### src/hw/dut_consts.vh
// Constants for the DAC update, toggle and power-down configuration block
//****************************************************************************
// Summary of operation
//****************************************************************************
// Summary of operation
// Sync channel waits for load trigger
// Async channel updates output on write
// Sync select: bit n channel n, reset zero
// Toggle field: 00 off, else source 0-2
// Offset 07h holds channels 15..8 fields
// Offset 08h holds channels 7..0 fields
// Toggle fields reset to zero
// Power-down at 09h, resets all ones
// Powered-down channel output held grounded
// Toggle channel picks A/B by source
`ifndef DUT_CONSTS_VH
`define DUT_CONSTS_VH

// Register indices; byte address is four times the index
`define DUT_IDX_SYNC      8'h06
`define DUT_IDX_TOGG_HI   8'h07
`define DUT_IDX_TOGG_LO   8'h08
`define DUT_IDX_PWDN      8'h09
`define DUT_IDX_DATA_A    8'h10
`define DUT_IDX_DATA_B    8'h11
`define DUT_IDX_DATA_CH   8'h12
`define DUT_IDX_STATUS    8'h13

// Reset values
`define DUT_RST_SYNC      16'h0000
`define DUT_RST_TOGG      16'h0000
`define DUT_RST_PWDN      16'hffff

// Toggle field encodings
`define DUT_TOGG_OFF      2'b00
`define DUT_TOGG_SRC0     2'b01
`define DUT_TOGG_SRC1     2'b10
`define DUT_TOGG_SRC2     2'b11

// AXI responses
`define DUT_RESP_OKAY     2'b00
`define DUT_RESP_SLVERR   2'b10

`endif

### src/hw/dut_sync2.v
// Two-flop synchroniser for pin inputs
`timescale 1ns/1ns
module dut_sync2 #(
  parameter WIDTH = 4
) (
  // Clock and reset
  input  wire             core_clk,
  input  wire             reset_n,
  // Data
  input  wire [WIDTH-1:0] asyncIn,
  output wire [WIDTH-1:0] syncOut
);
  reg [WIDTH-1:0] stage1_q;
  reg [WIDTH-1:0] stage2_q;

  // First flop feeds only the second
  always @(posedge core_clk or negedge reset_n) begin
    if (!reset_n) begin
      stage1_q <= {WIDTH{1'b0}};
      stage2_q <= {WIDTH{1'b0}};
    end else begin
      stage1_q <= asyncIn;
      stage2_q <= stage1_q;
    end
  end

  assign syncOut = stage2_q;
endmodule // dut_sync2

### src/hw/dut_channel.v
// One output channel: pending/active codes, toggle and power-down
`timescale 1ns/1ns
`include "dut_consts.vh"
module dut_channel #(
  parameter DW = 16
) (
  // Clock and reset
  input  wire          core_clk,
  input  wire          reset_n,
  // Configuration
  input  wire          channelWaitForLoad,
  input  wire [1:0]    channelToggleSource,
  input  wire          channelOffBit,
  // Data writes and trigger
  input  wire          writeA,
  input  wire          writeB,
  input  wire [DW-1:0] wrData,
  input  wire          loadPulse,
  input  wire [2:0]    toggleLevels,
  // Result
  output reg  [DW-1:0] outCode,
  output reg           pending
);
  reg [DW-1:0] pendA_q;
  reg [DW-1:0] pendB_q;
  reg [DW-1:0] actA_q;
  reg [DW-1:0] actB_q;
  reg          selB;

  // Pending and active code registers
  always @(posedge core_clk or negedge reset_n) begin
    if (!reset_n) begin
      pendA_q <= {DW{1'b0}};
      pendB_q <= {DW{1'b0}};
      actA_q  <= {DW{1'b0}};
      actB_q  <= {DW{1'b0}};
      pending <= 1'b0;
    end else begin
      if (writeA) begin
        pendA_q <= wrData;
      end
      if (writeB) begin
        pendB_q <= wrData;
      end
      if (!channelWaitForLoad) begin
        // Immediate update
        if (writeA) actA_q <= wrData;
        if (writeB) actB_q <= wrData;
        pending <= 1'b0;
      end else if (loadPulse) begin
        // Held data moves only on trigger
        actA_q  <= writeA ? wrData : pendA_q;
        actB_q  <= writeB ? wrData : pendB_q;
        pending <= 1'b0;
      end else if (writeA || writeB) begin
        pending <= 1'b1;
      end
    end
  end

  // Toggle source selection
  always @* begin
    case (channelToggleSource)
      `DUT_TOGG_OFF:  selB = 1'b0;
      `DUT_TOGG_SRC0: selB = toggleLevels[0];
      `DUT_TOGG_SRC1: selB = toggleLevels[1];
      `DUT_TOGG_SRC2: selB = toggleLevels[2];
      default:        selB = 1'b0;
    endcase
  end

  // Registered output code, grounded while off
  always @(posedge core_clk or negedge reset_n) begin
    if (!reset_n) begin
      outCode <= {DW{1'b0}};
    end else if (channelOffBit) begin
      outCode <= {DW{1'b0}};
    end else begin
      outCode <= selB ? actB_q : actA_q;
    end
  end
endmodule // dut_channel

### src/hw/dut_cfg_top.v
// Top: AXI4-Lite register bank driving sixteen output channels
//
// Decided for this implementation: the AXI4-Lite slave port.
`timescale 1ns/1ns
`include "dut_consts.vh"
module dut_cfg_top #(
  parameter NCH = 16,
  parameter DW  = 16
) (
  // Clock and reset
  input  wire              core_clk,
  input  wire              reset_n,
  // AXI4-Lite write address
  input  wire [11:0]       s_axi_awaddr,
  input  wire              s_axi_awvalid,
  output reg               s_axi_awready,
  // AXI4-Lite write data
  input  wire [31:0]       s_axi_wdata,
  input  wire [3:0]        s_axi_wstrb,
  input  wire              s_axi_wvalid,
  output reg               s_axi_wready,
  // AXI4-Lite write response
  output reg  [1:0]        s_axi_bresp,
  output reg               s_axi_bvalid,
  input  wire              s_axi_bready,
  // AXI4-Lite read address
  input  wire [11:0]       s_axi_araddr,
  input  wire              s_axi_arvalid,
  output reg               s_axi_arready,
  // AXI4-Lite read data
  output reg  [31:0]       s_axi_rdata,
  output reg  [1:0]        s_axi_rresp,
  output reg               s_axi_rvalid,
  input  wire              s_axi_rready,
  // Pins
  input  wire              load_trigger_pin_n,
  input  wire              toggle_source_zero,
  input  wire              toggle_source_one,
  input  wire              toggle_source_two,
  // Channel outputs
  output wire [NCH*DW-1:0] chanCode,
  output wire [NCH-1:0]    channel_off_bit
);
  //**************************************************************************
  // Registers
  //**************************************************************************
  reg  [15:0]        syncUpdateSelect_q;
  reg  [15:0]        toggleSelectHigh_q;
  reg  [15:0]        toggleSelectLow_q;
  reg  [15:0]        channelPowerDown_q;
  reg  [3:0]         dataChannel_q;
  reg                awHeld_q;
  reg                wHeld_q;
  reg  [9:0]         awIdx_q;
  reg  [31:0]        wData_q;
  reg  [3:0]         wStrb_q;
  reg                loadLevelPrev_q;
  reg                loadPulse_q;
  reg  [31:0]        readWord;
  reg                readHit;
  wire [3:0]         pinSync;
  wire [NCH*DW-1:0]  codeAll;
  wire [NCH-1:0]     pendAll;
  wire [31:0]        channelToggleSource;
  wire               doWrite;
  wire               writeHit;
  wire [9:0]         arIdx;

  //**************************************************************************
  // Pin synchronisation
  //**************************************************************************
  dut_sync2 #(
    .WIDTH (4)
  ) u_sync (
    .core_clk (core_clk),
    .reset_n  (reset_n),
    .asyncIn  ({toggle_source_two, toggle_source_one,
                toggle_source_zero, load_trigger_pin_n}),
    .syncOut  (pinSync)
  );

  // Falling edge of the trigger pin becomes a load pulse
  always @(posedge core_clk or negedge reset_n) begin
    if (!reset_n) begin
      loadLevelPrev_q <= 1'b0;  // Matches synchroniser reset, no false edge
      loadPulse_q     <= 1'b0;
    end else begin
      loadLevelPrev_q <= pinSync[0];
      loadPulse_q     <= loadLevelPrev_q & ~pinSync[0];
    end
  end

  //**************************************************************************
  // Write channel
  //**************************************************************************
  assign doWrite = awHeld_q && wHeld_q && !s_axi_bvalid;

  // Capture address and data in either order
  always @(posedge core_clk or negedge reset_n) begin
    if (!reset_n) begin
      awHeld_q      <= 1'b0;
      wHeld_q       <= 1'b0;
      awIdx_q       <= 10'h000;
      wData_q       <= 32'h00000000;
      wStrb_q       <= 4'h0;
      s_axi_awready <= 1'b0;
      s_axi_wready  <= 1'b0;
      s_axi_bvalid  <= 1'b0;
      s_axi_bresp   <= `DUT_RESP_OKAY;
    end else begin
      s_axi_awready <= 1'b0;
      s_axi_wready  <= 1'b0;
      if (s_axi_awvalid && !awHeld_q && !s_axi_awready) begin
        s_axi_awready <= 1'b1;
        awHeld_q      <= 1'b1;
        awIdx_q       <= s_axi_awaddr[11:2];
      end
      if (s_axi_wvalid && !wHeld_q && !s_axi_wready) begin
        s_axi_wready <= 1'b1;
        wHeld_q      <= 1'b1;
        wData_q      <= s_axi_wdata;
        wStrb_q      <= s_axi_wstrb;
      end
      if (doWrite) begin
        s_axi_bvalid <= 1'b1;
        s_axi_bresp  <= writeHit ? `DUT_RESP_OKAY : `DUT_RESP_SLVERR;
        awHeld_q     <= 1'b0;
        wHeld_q      <= 1'b0;
      end else if (s_axi_bvalid && s_axi_bready) begin
        s_axi_bvalid <= 1'b0;
      end
    end
  end

  // Decode of the held write address
  assign writeHit = (awIdx_q == {2'b00, `DUT_IDX_SYNC})
                 || (awIdx_q == {2'b00, `DUT_IDX_TOGG_HI})
                 || (awIdx_q == {2'b00, `DUT_IDX_TOGG_LO})
                 || (awIdx_q == {2'b00, `DUT_IDX_PWDN})
                 || (awIdx_q == {2'b00, `DUT_IDX_DATA_A})
                 || (awIdx_q == {2'b00, `DUT_IDX_DATA_B})
                 || (awIdx_q == {2'b00, `DUT_IDX_DATA_CH});

  // Configuration registers, byte lanes honoured
  always @(posedge core_clk or negedge reset_n) begin
    if (!reset_n) begin
      syncUpdateSelect_q <= `DUT_RST_SYNC;
      toggleSelectHigh_q <= `DUT_RST_TOGG;
      toggleSelectLow_q  <= `DUT_RST_TOGG;
      channelPowerDown_q <= `DUT_RST_PWDN;
      dataChannel_q      <= 4'h0;
    end else if (doWrite && writeHit) begin
      case (awIdx_q[7:0])
        `DUT_IDX_SYNC: begin
          if (wStrb_q[0]) syncUpdateSelect_q[7:0]  <= wData_q[7:0];
          if (wStrb_q[1]) syncUpdateSelect_q[15:8] <= wData_q[15:8];
        end
        `DUT_IDX_TOGG_HI: begin
          if (wStrb_q[0]) toggleSelectHigh_q[7:0]  <= wData_q[7:0];
          if (wStrb_q[1]) toggleSelectHigh_q[15:8] <= wData_q[15:8];
        end
        `DUT_IDX_TOGG_LO: begin
          if (wStrb_q[0]) toggleSelectLow_q[7:0]  <= wData_q[7:0];
          if (wStrb_q[1]) toggleSelectLow_q[15:8] <= wData_q[15:8];
        end
        `DUT_IDX_PWDN: begin
          if (wStrb_q[0]) channelPowerDown_q[7:0]  <= wData_q[7:0];
          if (wStrb_q[1]) channelPowerDown_q[15:8] <= wData_q[15:8];
        end
        `DUT_IDX_DATA_CH: begin
          if (wStrb_q[0]) dataChannel_q <= wData_q[3:0];
        end
        default: begin
          dataChannel_q <= dataChannel_q;
        end
      endcase
    end
  end

  //**************************************************************************
  // Channels
  //**************************************************************************
  // Low register holds channels 7..0, high register channels 15..8
  assign channelToggleSource = {toggleSelectHigh_q, toggleSelectLow_q};

  genvar gi;
  generate
    for (gi = 0; gi < NCH; gi = gi + 1) begin : g_ch
      wire wrA;
      wire wrB;
      assign wrA = doWrite && writeHit
                && (awIdx_q[7:0] == `DUT_IDX_DATA_A)
                && ({28'h0000000, dataChannel_q} == gi) && (&wStrb_q[1:0]);
      assign wrB = doWrite && writeHit
                && (awIdx_q[7:0] == `DUT_IDX_DATA_B)
                && ({28'h0000000, dataChannel_q} == gi) && (&wStrb_q[1:0]);
      dut_channel #(
        .DW (DW)
      ) u_ch (
        .core_clk            (core_clk),
        .reset_n             (reset_n),
        .channelWaitForLoad  (syncUpdateSelect_q[gi]),
        .channelToggleSource (channelToggleSource[2*gi+1:2*gi]),
        .channelOffBit       (channelPowerDown_q[gi]),
        .writeA              (wrA),
        .writeB              (wrB),
        .wrData              (wData_q[DW-1:0]),
        .loadPulse           (loadPulse_q),
        .toggleLevels        (pinSync[3:1]),
        .outCode             (codeAll[gi*DW +: DW]),
        .pending             (pendAll[gi])
      );
    end
  endgenerate

  assign chanCode        = codeAll;
  assign channel_off_bit = channelPowerDown_q;

  //**************************************************************************
  // Read channel
  //**************************************************************************
  assign arIdx = s_axi_araddr[11:2];

  // Read mux, upper bits zero
  always @* begin
    readWord = 32'h00000000;
    readHit  = 1'b1;
    case (arIdx[7:0])
      `DUT_IDX_SYNC:    readWord[15:0] = syncUpdateSelect_q;
      `DUT_IDX_TOGG_HI: readWord[15:0] = toggleSelectHigh_q;
      `DUT_IDX_TOGG_LO: readWord[15:0] = toggleSelectLow_q;
      `DUT_IDX_PWDN:    readWord[15:0] = channelPowerDown_q;
      `DUT_IDX_DATA_CH: readWord[3:0]  = dataChannel_q;
      `DUT_IDX_STATUS:  readWord[NCH-1:0] = pendAll;
      `DUT_IDX_DATA_A:  readWord = 32'h00000000;
      `DUT_IDX_DATA_B:  readWord = 32'h00000000;
      default:          readHit = 1'b0;
    endcase
    if (arIdx[9:8] != 2'b00) begin
      readHit = 1'b0;
    end
  end

  // One read at a time; answer in the same cycle as acceptance
  always @(posedge core_clk or negedge reset_n) begin
    if (!reset_n) begin
      s_axi_arready <= 1'b0;
      s_axi_rvalid  <= 1'b0;
      s_axi_rdata   <= 32'h00000000;
      s_axi_rresp   <= `DUT_RESP_OKAY;
    end else begin
      s_axi_arready <= 1'b0;
      if (s_axi_arvalid && !s_axi_arready && !s_axi_rvalid) begin
        s_axi_arready <= 1'b1;
        s_axi_rvalid  <= 1'b1;
        s_axi_rdata   <= readHit ? readWord : 32'h00000000;
        s_axi_rresp   <= readHit ? `DUT_RESP_OKAY : `DUT_RESP_SLVERR;
      end else if (s_axi_rvalid && s_axi_rready) begin
        s_axi_rvalid <= 1'b0;
      end
    end
  end
endmodule // dut_cfg_top

### config.mk
export PLATFORM = sky130hd
export DESIGN_NAME = dut_cfg_top
export DESIGN_NICKNAME = d
export VERILOG_FILES = /design/src/hw/dut_sync2.v /design/src/hw/dut_channel.v /design/src/hw/dut_cfg_top.v
export VERILOG_INCLUDE_DIRS = /design/src /design/src/hw
export SDC_FILE = /design/constraint.sdc
export NUM_CORES = 2
export LEC_CHECK = 0
export BUFFER_PORTS_ARGS = -buffer_cell sky130_fd_sc_hd__buf_2
export CORE_MARGIN = 4
export CORE_UTILIZATION = 65
export DETAILED_ROUTE_END_ITERATION = 6
export GPL_ROUTABILITY_DRIVEN = 0
export GPL_TIMING_DRIVEN = 0
export PLACE_DENSITY = 0.89
export SLEW_MARGIN = 30
export SYNTH_ARGS = -nofsm -noshare
export SYNTH_HDL_FRONTEND = slang
export SYNTH_HIERARCHICAL = 1
export SYNTH_SLANG_ARGS = --single-unit
### constraint.sdc
create_clock -name core_clk -period 3.9 [get_ports core_clk]
set_input_delay 0.195 -clock core_clk [delete_from_list [all_inputs] [get_ports core_clk]]
set_output_delay 0.195 -clock core_clk [all_outputs]
set_load 0.1 [all_outputs]
* Word-level counts from Yosys, hierarchy flattened *
Cells that the tools add are included.

operators by class
  eq/ne operators = 117
  reduce and logical (&&, ||, !) cells = 203
  mux-type cells = 242
  bitwise gates (word level) = 2

operators with widths
  cell                                             count
  2-to-1 mux 16 bit                                161
  logical AND 1 bit                                77
  nonzero test 2 bit                               37
  AND reduction 2 bit                              33
  == test 2 bit (second input constant)            32
  one-hot mux 1 bit (4 select lines)               16
  2-to-1 mux 1 bit                                 61
  one-hot mux 12 bit (5 select lines)              1
  == test 8 x 5 -> 1 bit (second input constant)   7
  != test 3 x 1 -> 1 bit (second input constant)   16
  == test 2 x 1 -> 1 bit (second input constant)   16
  == test 4 bit (second input constant)            8
  == test 8 x 3 -> 1 bit (second input constant)   4
  == test 8 x 4 -> 1 bit (second input constant)   4
  logical NOT 2 bit                                16
  != test 2 x 1 -> 1 bit (second input constant)   16
  == test 10 x 5 -> 1 bit (second input constant)  3
  AND reduction 3 bit                              9
  one-hot mux 4 bit (6 select lines)               1
  logical OR 1 bit                                 22
  == test 10 x 3 -> 1 bit (second input constant)  2
  == test 10 x 4 -> 1 bit (second input constant)  2
  == test 4 x 3 -> 1 bit (second input constant)   4
  == test 4 x 2 -> 1 bit (second input constant)   2
  7 further kinds                                  14

storage, ports and cells
  input port bits = 71
  bits in registers = 1,445
  word-level logic and storage cells = 686
  output and inout port bits = 313

* Longest topological paths before layout *
  word-level depth = 15
  depth in mapped cells = 11
  gate-level depth less buffers = 8

* Hierarchy *
Netlist, hierarchy kept.

modules (own cells, without submodules)
  module       seq. area each (µm²)  cells each  instances  area an instance (µm²)
  dut_channel  2,026.9               297         16         3,656.0
  dut_cfg_top  3,098.0               483         1          5,884.4
  dut_sync2    200.2                 8           1          200.2

* Worst setup path before layout *
OpenSTA, ideal clock, no wires.

  path type = reg-to-reg
  from = register s_axi_bvalid
  to = register g_ch[13].u_ch.pendB_q[14]
  required time = 3.772 ns
  clock period less this slack = 2.720 ns
  data arrival time = 2.593 ns
  library setup time = 0.128 ns
  path buffers = 3
  cell stages (with the launch flop) = 9
  slack = 1.180 ns
  path through = dfrtp_1 > nand3b_4 > nor4b_4 > nand2_1 > nor2_1 > buf_2 > buf_2 > buf_2 > mux2_2

on the way
  cells in the longest elaborated chain, start to end = 7

RTL lines
  what                             RTL line           source
  start, declared                  dut_cfg_top.v:24   output reg s_axi_bvalid,
  start signal, assigned           dut_cfg_top.v:108  s_axi_bvalid <= 1'b0;
  start signal, assigned           dut_cfg_top.v:125  s_axi_bvalid <= 1'b1;
  start signal, assigned           dut_cfg_top.v:130  s_axi_bvalid <= 1'b0;
  logical NOT 1 bit                dut_cfg_top.v:96   assign doWrite = awHeld_q && wHeld_q && !s_axi_bvalid;
  logical AND 1 bit                dut_cfg_top.v:96
  logical AND 1 bit (4 in series)  dut_cfg_top.v:194  assign wrB = doWrite && writeHit
  via g_ch[13].wrB                 dut_cfg_top.v:190  wire wrB;
  2-to-1 mux 16 bit                -
  end signal, assigned             dut_channel.v:34   pendB_q <= {DW{1'b0}};
  end signal, assigned             dut_channel.v:43   pendB_q <= wrData;
  end, declared                    dut_channel.v:25   reg [DW-1:0] pendB_q;

The timed path passes the listed nets, and every way through them passes these cells.
A chain may end at the register's enable or synchronous reset.

* Worst setup path after layout *
  from = register awIdx_q[7]
  to = register g_ch[8].u_ch.pendB_q[7]

on the way
  cells in the longest elaborated chain, start to end = 12
  elaborated cells between the ends (all ways) = 19
  classes of those cells = eq/ne: 8; mux: 1; reduce/logical: 10

RTL lines
  what                                        RTL line                              source
  start, declared                             dut_cfg_top.v:54                      reg [9:0] awIdx_q;
  start signal, assigned                      dut_cfg_top.v:116                     awIdx_q <= s_axi_awaddr[11:2];
  == test 10 x 3 -> 1 bit (on tied branches)  dut_cfg_top.v:136, dut_cfg_top.v:137
  logical OR 1 bit (6 in series)              dut_cfg_top.v:136                     assign writeHit = (awIdx_q == {2'b00, `DUT_IDX_SYNC})
  logical AND 1 bit                           dut_cfg_top.v:194
  logical AND 1 bit * (3 in series)           dut_cfg_top.v:194
  via g_ch[8].wrB                             dut_cfg_top.v:190
  2-to-1 mux 16 bit *                         -
  end signal, assigned                        dut_channel.v:34
  end signal, assigned                        dut_channel.v:43
  end, declared                               dut_channel.v:25

Mark *: on every way through the listed nets, which the timed path passes. The rest lies on a longest branch.

==> metrics.md <==
| Metric | Value |
|---|---|
| Outcome | `finished, violations left` |
| Failing checks | `design-rule violations` |
| P_sw | `approximately 12000 uW` |
| Design area | `between 70000 and 80000 sq um` |
| WP data arrival | `4.24 ns` |
| Pre-Repair DR Iteration Count | `7` |
| Combinational fraction of design power | `0.153` |
| Die area | `~100000 sq um` |
| Drt drc | `3` |
| Wirelength per Cell | `26.8 um` |
| I/O Pins | `between 300 and 400` |
| Post-route antenna net violation count | `0` |
| Reg2reg path depth | `9` |
| Detailed Route WL | `194000 um` |
| Post-route insts no fill | `between 7000 and 8000` |
| # fillers | `5934` |
| EDFF count, synth | `0` |
| Max H-tree Level | `4` |
| RSZ-0062 raised after global routing | `no` |
| Final setup TNS | `0 ns` |
| Leak | `0.0354 uW` |
| Period utilization | `0.926` |
| Placed insts | `6923` |
| Max Fclk | `277 MHz` |
| Most used cell, CP | `buf_2` |
| Initial antenna violation count | `13` |
| Setup CP Type | `reg2reg` |
| Relative slew slack | `0.350` |
| Max-slew violations | `0` |
| Placed Area | `roughly 69000 sq um` |
| First-pass GRT wire length | `298000 um` |
| Core area | `a little under 100000 sq um` |
| Most used DFF post-synth | `dfrtp_1` |
| Minimum clock period | `around 3.6 ns` |
| Final hold vios | `0` |
| Pint | `around 26000 uW` |
| Seq pwr share | `0.464` |
| Worst stage delay on the critical path | `0.47 ns` |
| Clk slew on worst S/H paths | `roughly 0.070 ns` |
| VDD IR max | `about 930 uV` |
| Sw Share | `0.314` |
| Cell taking the most area after synthesis | `dfrtp_1` |
| Top cell type's share of synthesized area | `0.547` |
| Vert. Die Dim | `roughly 320 um` |
| # port buffers | `342` |
| Max Cap Viol | `0` |
| Critical Path, Cell by Cell | `nor3_1 > nand3_1 > nor4_1 > nand2_1 > nor2_1 > buf_2 > buf_2 > buf_2 > mux2_2` |
| Largest net degree at the start of global routing | `130` |
| Worst-Skew Late Latency | `between 0.7 and 0.8 ns` |
| CTS tree | `built` |
| Sequential-to-total area share from yosys stat | `0.553` |
| Mapped Cells | `5243` |
| 1st-iter DRT viols | `7078` |
| Total track usage | `0.367` |
| Async SR Flop Fraction | `1.00` |
| # resized after CTS | `0` |
| Area Overhead vs Synth | `15.2%` |
| Power, Total | `between 30000 and 40000 uW` |
| Gr ovfl total | `0` |
| Vias | `around 51000` |
| Hold path depth | `4` |
| Unique masters post-synth | `just over 60` |
| Vias in the first global route | `about 51000` |
| Detailed placement HPWL | `123000 um` |
| Root Driver | `clkbuf_16` |
| Netlist Area Pre-Place | `about 65000 sq um` |
| Clk sinks | `1427` |
| Vias/cell | `between 7 and 8` |
| Yosys warns | `6` |
| Crit path max-delay cell type | `dfrtp_1` |
| Clock Skew | `between 0.03 and 0.04 ns` |
| Final setup violation count | `0` |
| Syn Area/Cell | `12.3 sq um` |
| Cell area power density | `between 500 and 600 nW/um^2` |
| Tightest Pin Transition | `a little under 1 ns` |
| Fraction of layout cells with a size suffix above 1 | `0.319` |
| Nature of the critical path startpoint | `flip-flop` |
| Longest Clk Path Bufs | `3` |
| Die X | `323 um` |
| Clk pwr share | `0.383` |
| Initial Util | `0.656` |
| Cts bufs inserted | `approximately 150` |
| Worst EP required | `between 4 and 5 ns` |
| Synth Register Bits | `~1400` |
| Worst hold path type | `in2reg` |
| Nets | `approximately 5900` |
| Crit path capture type | `flip-flop` |
| Rows | `about 120` |
| Synth top area cells | `dfrtp_1 (55%), mux2_2 (15%), o22ai_1 (4.8%), a21oi_1 (4.0%), a221o_1 (4.0%)` |
| Crit-path max FO | `10` |
[kinds of logic (layout without fill, tap and decap cells)]
logic type,count (synthesis),after routing,share of synthesized area
other cells,1,23,0.0000581
compound gates,1672,1672,0.181
buf+inv,506,1200,0.0423
flops,1427,1427,0.553
simple gates,757,757,0.0709
mux,880,880,0.153
[worst max-delay path, delay by kind of cell, from the launching register on]
family | cells | cell delay, ns
simple gates | 5 | 1.72
buf+inv | 3 | 0.90
mux | 1 | 0.37
flops | 1 | 0.47
[state kept, by name, summed over array words and instances (netlist names), 256 cells and up]
register	count
g_ch.u_ch/actA_q	256
g_ch.u_ch/actB_q	256
g_ch.u_ch/outCode	256
g_ch.u_ch/pendA_q	256
g_ch.u_ch/pendB_q	256
[placed cells by master (no fill, tap or decap), types with 11 or more instances in the layout]
cell type and n:
a211oi_1 16, a21oi_1 518, a221o_1 256, a22o_1 260, a22oi_1 21, a31o_2 16
buf_12 16, buf_16 19, buf_2 570, buf_4 18, buf_6 64, bufinv_16 11
clkbuf_1 205, clkbuf_16 151, clkbuf_8 38, clkinv_2 22, conb_1 18, dfrtp_1 1393
dfrtp_4 16, dfstp_2 16, dlygate4sd3_1 46, inv_1 21, mux2_2 850, mux2i_1 30
nand2_1 58, nand2b_1 308, nand3_1 257, nand4bb_1 16, nor2_1 43, nor2b_2 16
nor2b_4 16, o21ai_0 11, o21ai_2 16, o22ai_1 499, o31a_1 16, o32ai_1 19
[final cells by class]
| class | instances | area (sq um) | area share |
|---|---|---|---|
| antenna | 5 | 12.5 | 0.000168 |
| buffer | 485 | 2660 | 0.0357 |
| clock buffer | 222 | 4400 | 0.0592 |
| clock inverter | 49 | 623 | 0.00837 |
| inverter | 21 | 78.8 | 0.00106 |
| multi-input combinational | 3327 | 26200 | 0.352 |
| sequential | 1427 | 35800 | 0.481 |
| tap | 1287 | 1610 | 0.0216 |
| timing repair buffer | 423 | 3040 | 0.0408 |
[worst paths after layout]
path | end | start | slack, ns
max | g_ch[8].u_ch/pendB_q[7] | awIdx_q[7] | 0.29
min in group asynchronous | g_ch[8].u_ch/outCode[8] | reset_n | 0.55
max in group asynchronous | g_ch[2].u_ch/actA_q[10] | reset_n | 0.63
max reg2reg | g_ch[8].u_ch/pendB_q[7] | awIdx_q[7] | 0.29
min | s_axi_rdata[13] | s_axi_araddr[9] | 0.07
min reg2reg | u_sync/syncOut[3] | u_sync/stage1_q[3] | 0.36
[repair_timing]
action / 4_1_cts / 5_1_grt
setup buffers: 0 / 0
endpoints found under the hold margin: 365 / 0
setup endpoints to repair: 0 / 129
hold buffers: 46 / 0
[power groups by stage]
stage / Clock (uW) / Combinational (uW) / Sequential (uW)
floorplan: 0 / 2170 / 17500
global placement: 0 / 3020 / 19100
detailed placement: 0 / 5460 / 17700
CTS: 14600 / 5590 / 17500
global route: 15300 / 6020 / 17600
finish: 14600 / 5810 / 17600
[per-layer routing]
metal  share of wire  global-route usage
met5         0.00091                   0
met4           0.057               0.195
met3            0.11               0.103
met2            0.46               0.560
met1            0.37               0.484
[through the flow]
stage | util | hold WS (ns) | setup WS [ns]
global route | 0.756 | 0.0453 | 0.142
global placement | 0.691 | 0.306 | -27.30
CTS | 0.756 | 0.0145 | 0.247
floorplan | - | -0.101 | 1.18
detailed placement | 0.700 | 0.179 | 0.439
finish | 0.756 | 0.0694 | 0.289
[cells in the mapped netlist, types with 3 or more instances]
library cell and instances:
a31o_2 16, nor4_1 4, o32ai_1 19, a31oi_1 3, mux2i_1 30, o21ai_2 16
a32oi_1 4, o22ai_1 499, a211oi_1 16, nor2_1 43, nand3_1 257, a21oi_1 518
inv_1 21, nor2b_2 16, nor2b_4 16, o211ai_1 5, dfrtp_1 1411, clkbuf_1 171
nor2_4 4, dfstp_2 16, a221o_1 256, nand2b_1 308, nand4bb_1 16, o31a_1 16
buf_4 18, buf_2 229, o21ai_0 11, nand2_1 58, a21o_1 3, mux2_2 850
nor3b_1 4, a22oi_1 21, nor3_4 5, nor3_1 4, a22o_1 260, buf_1 3
buf_6 64
Power figures use the tool's default switching activity.
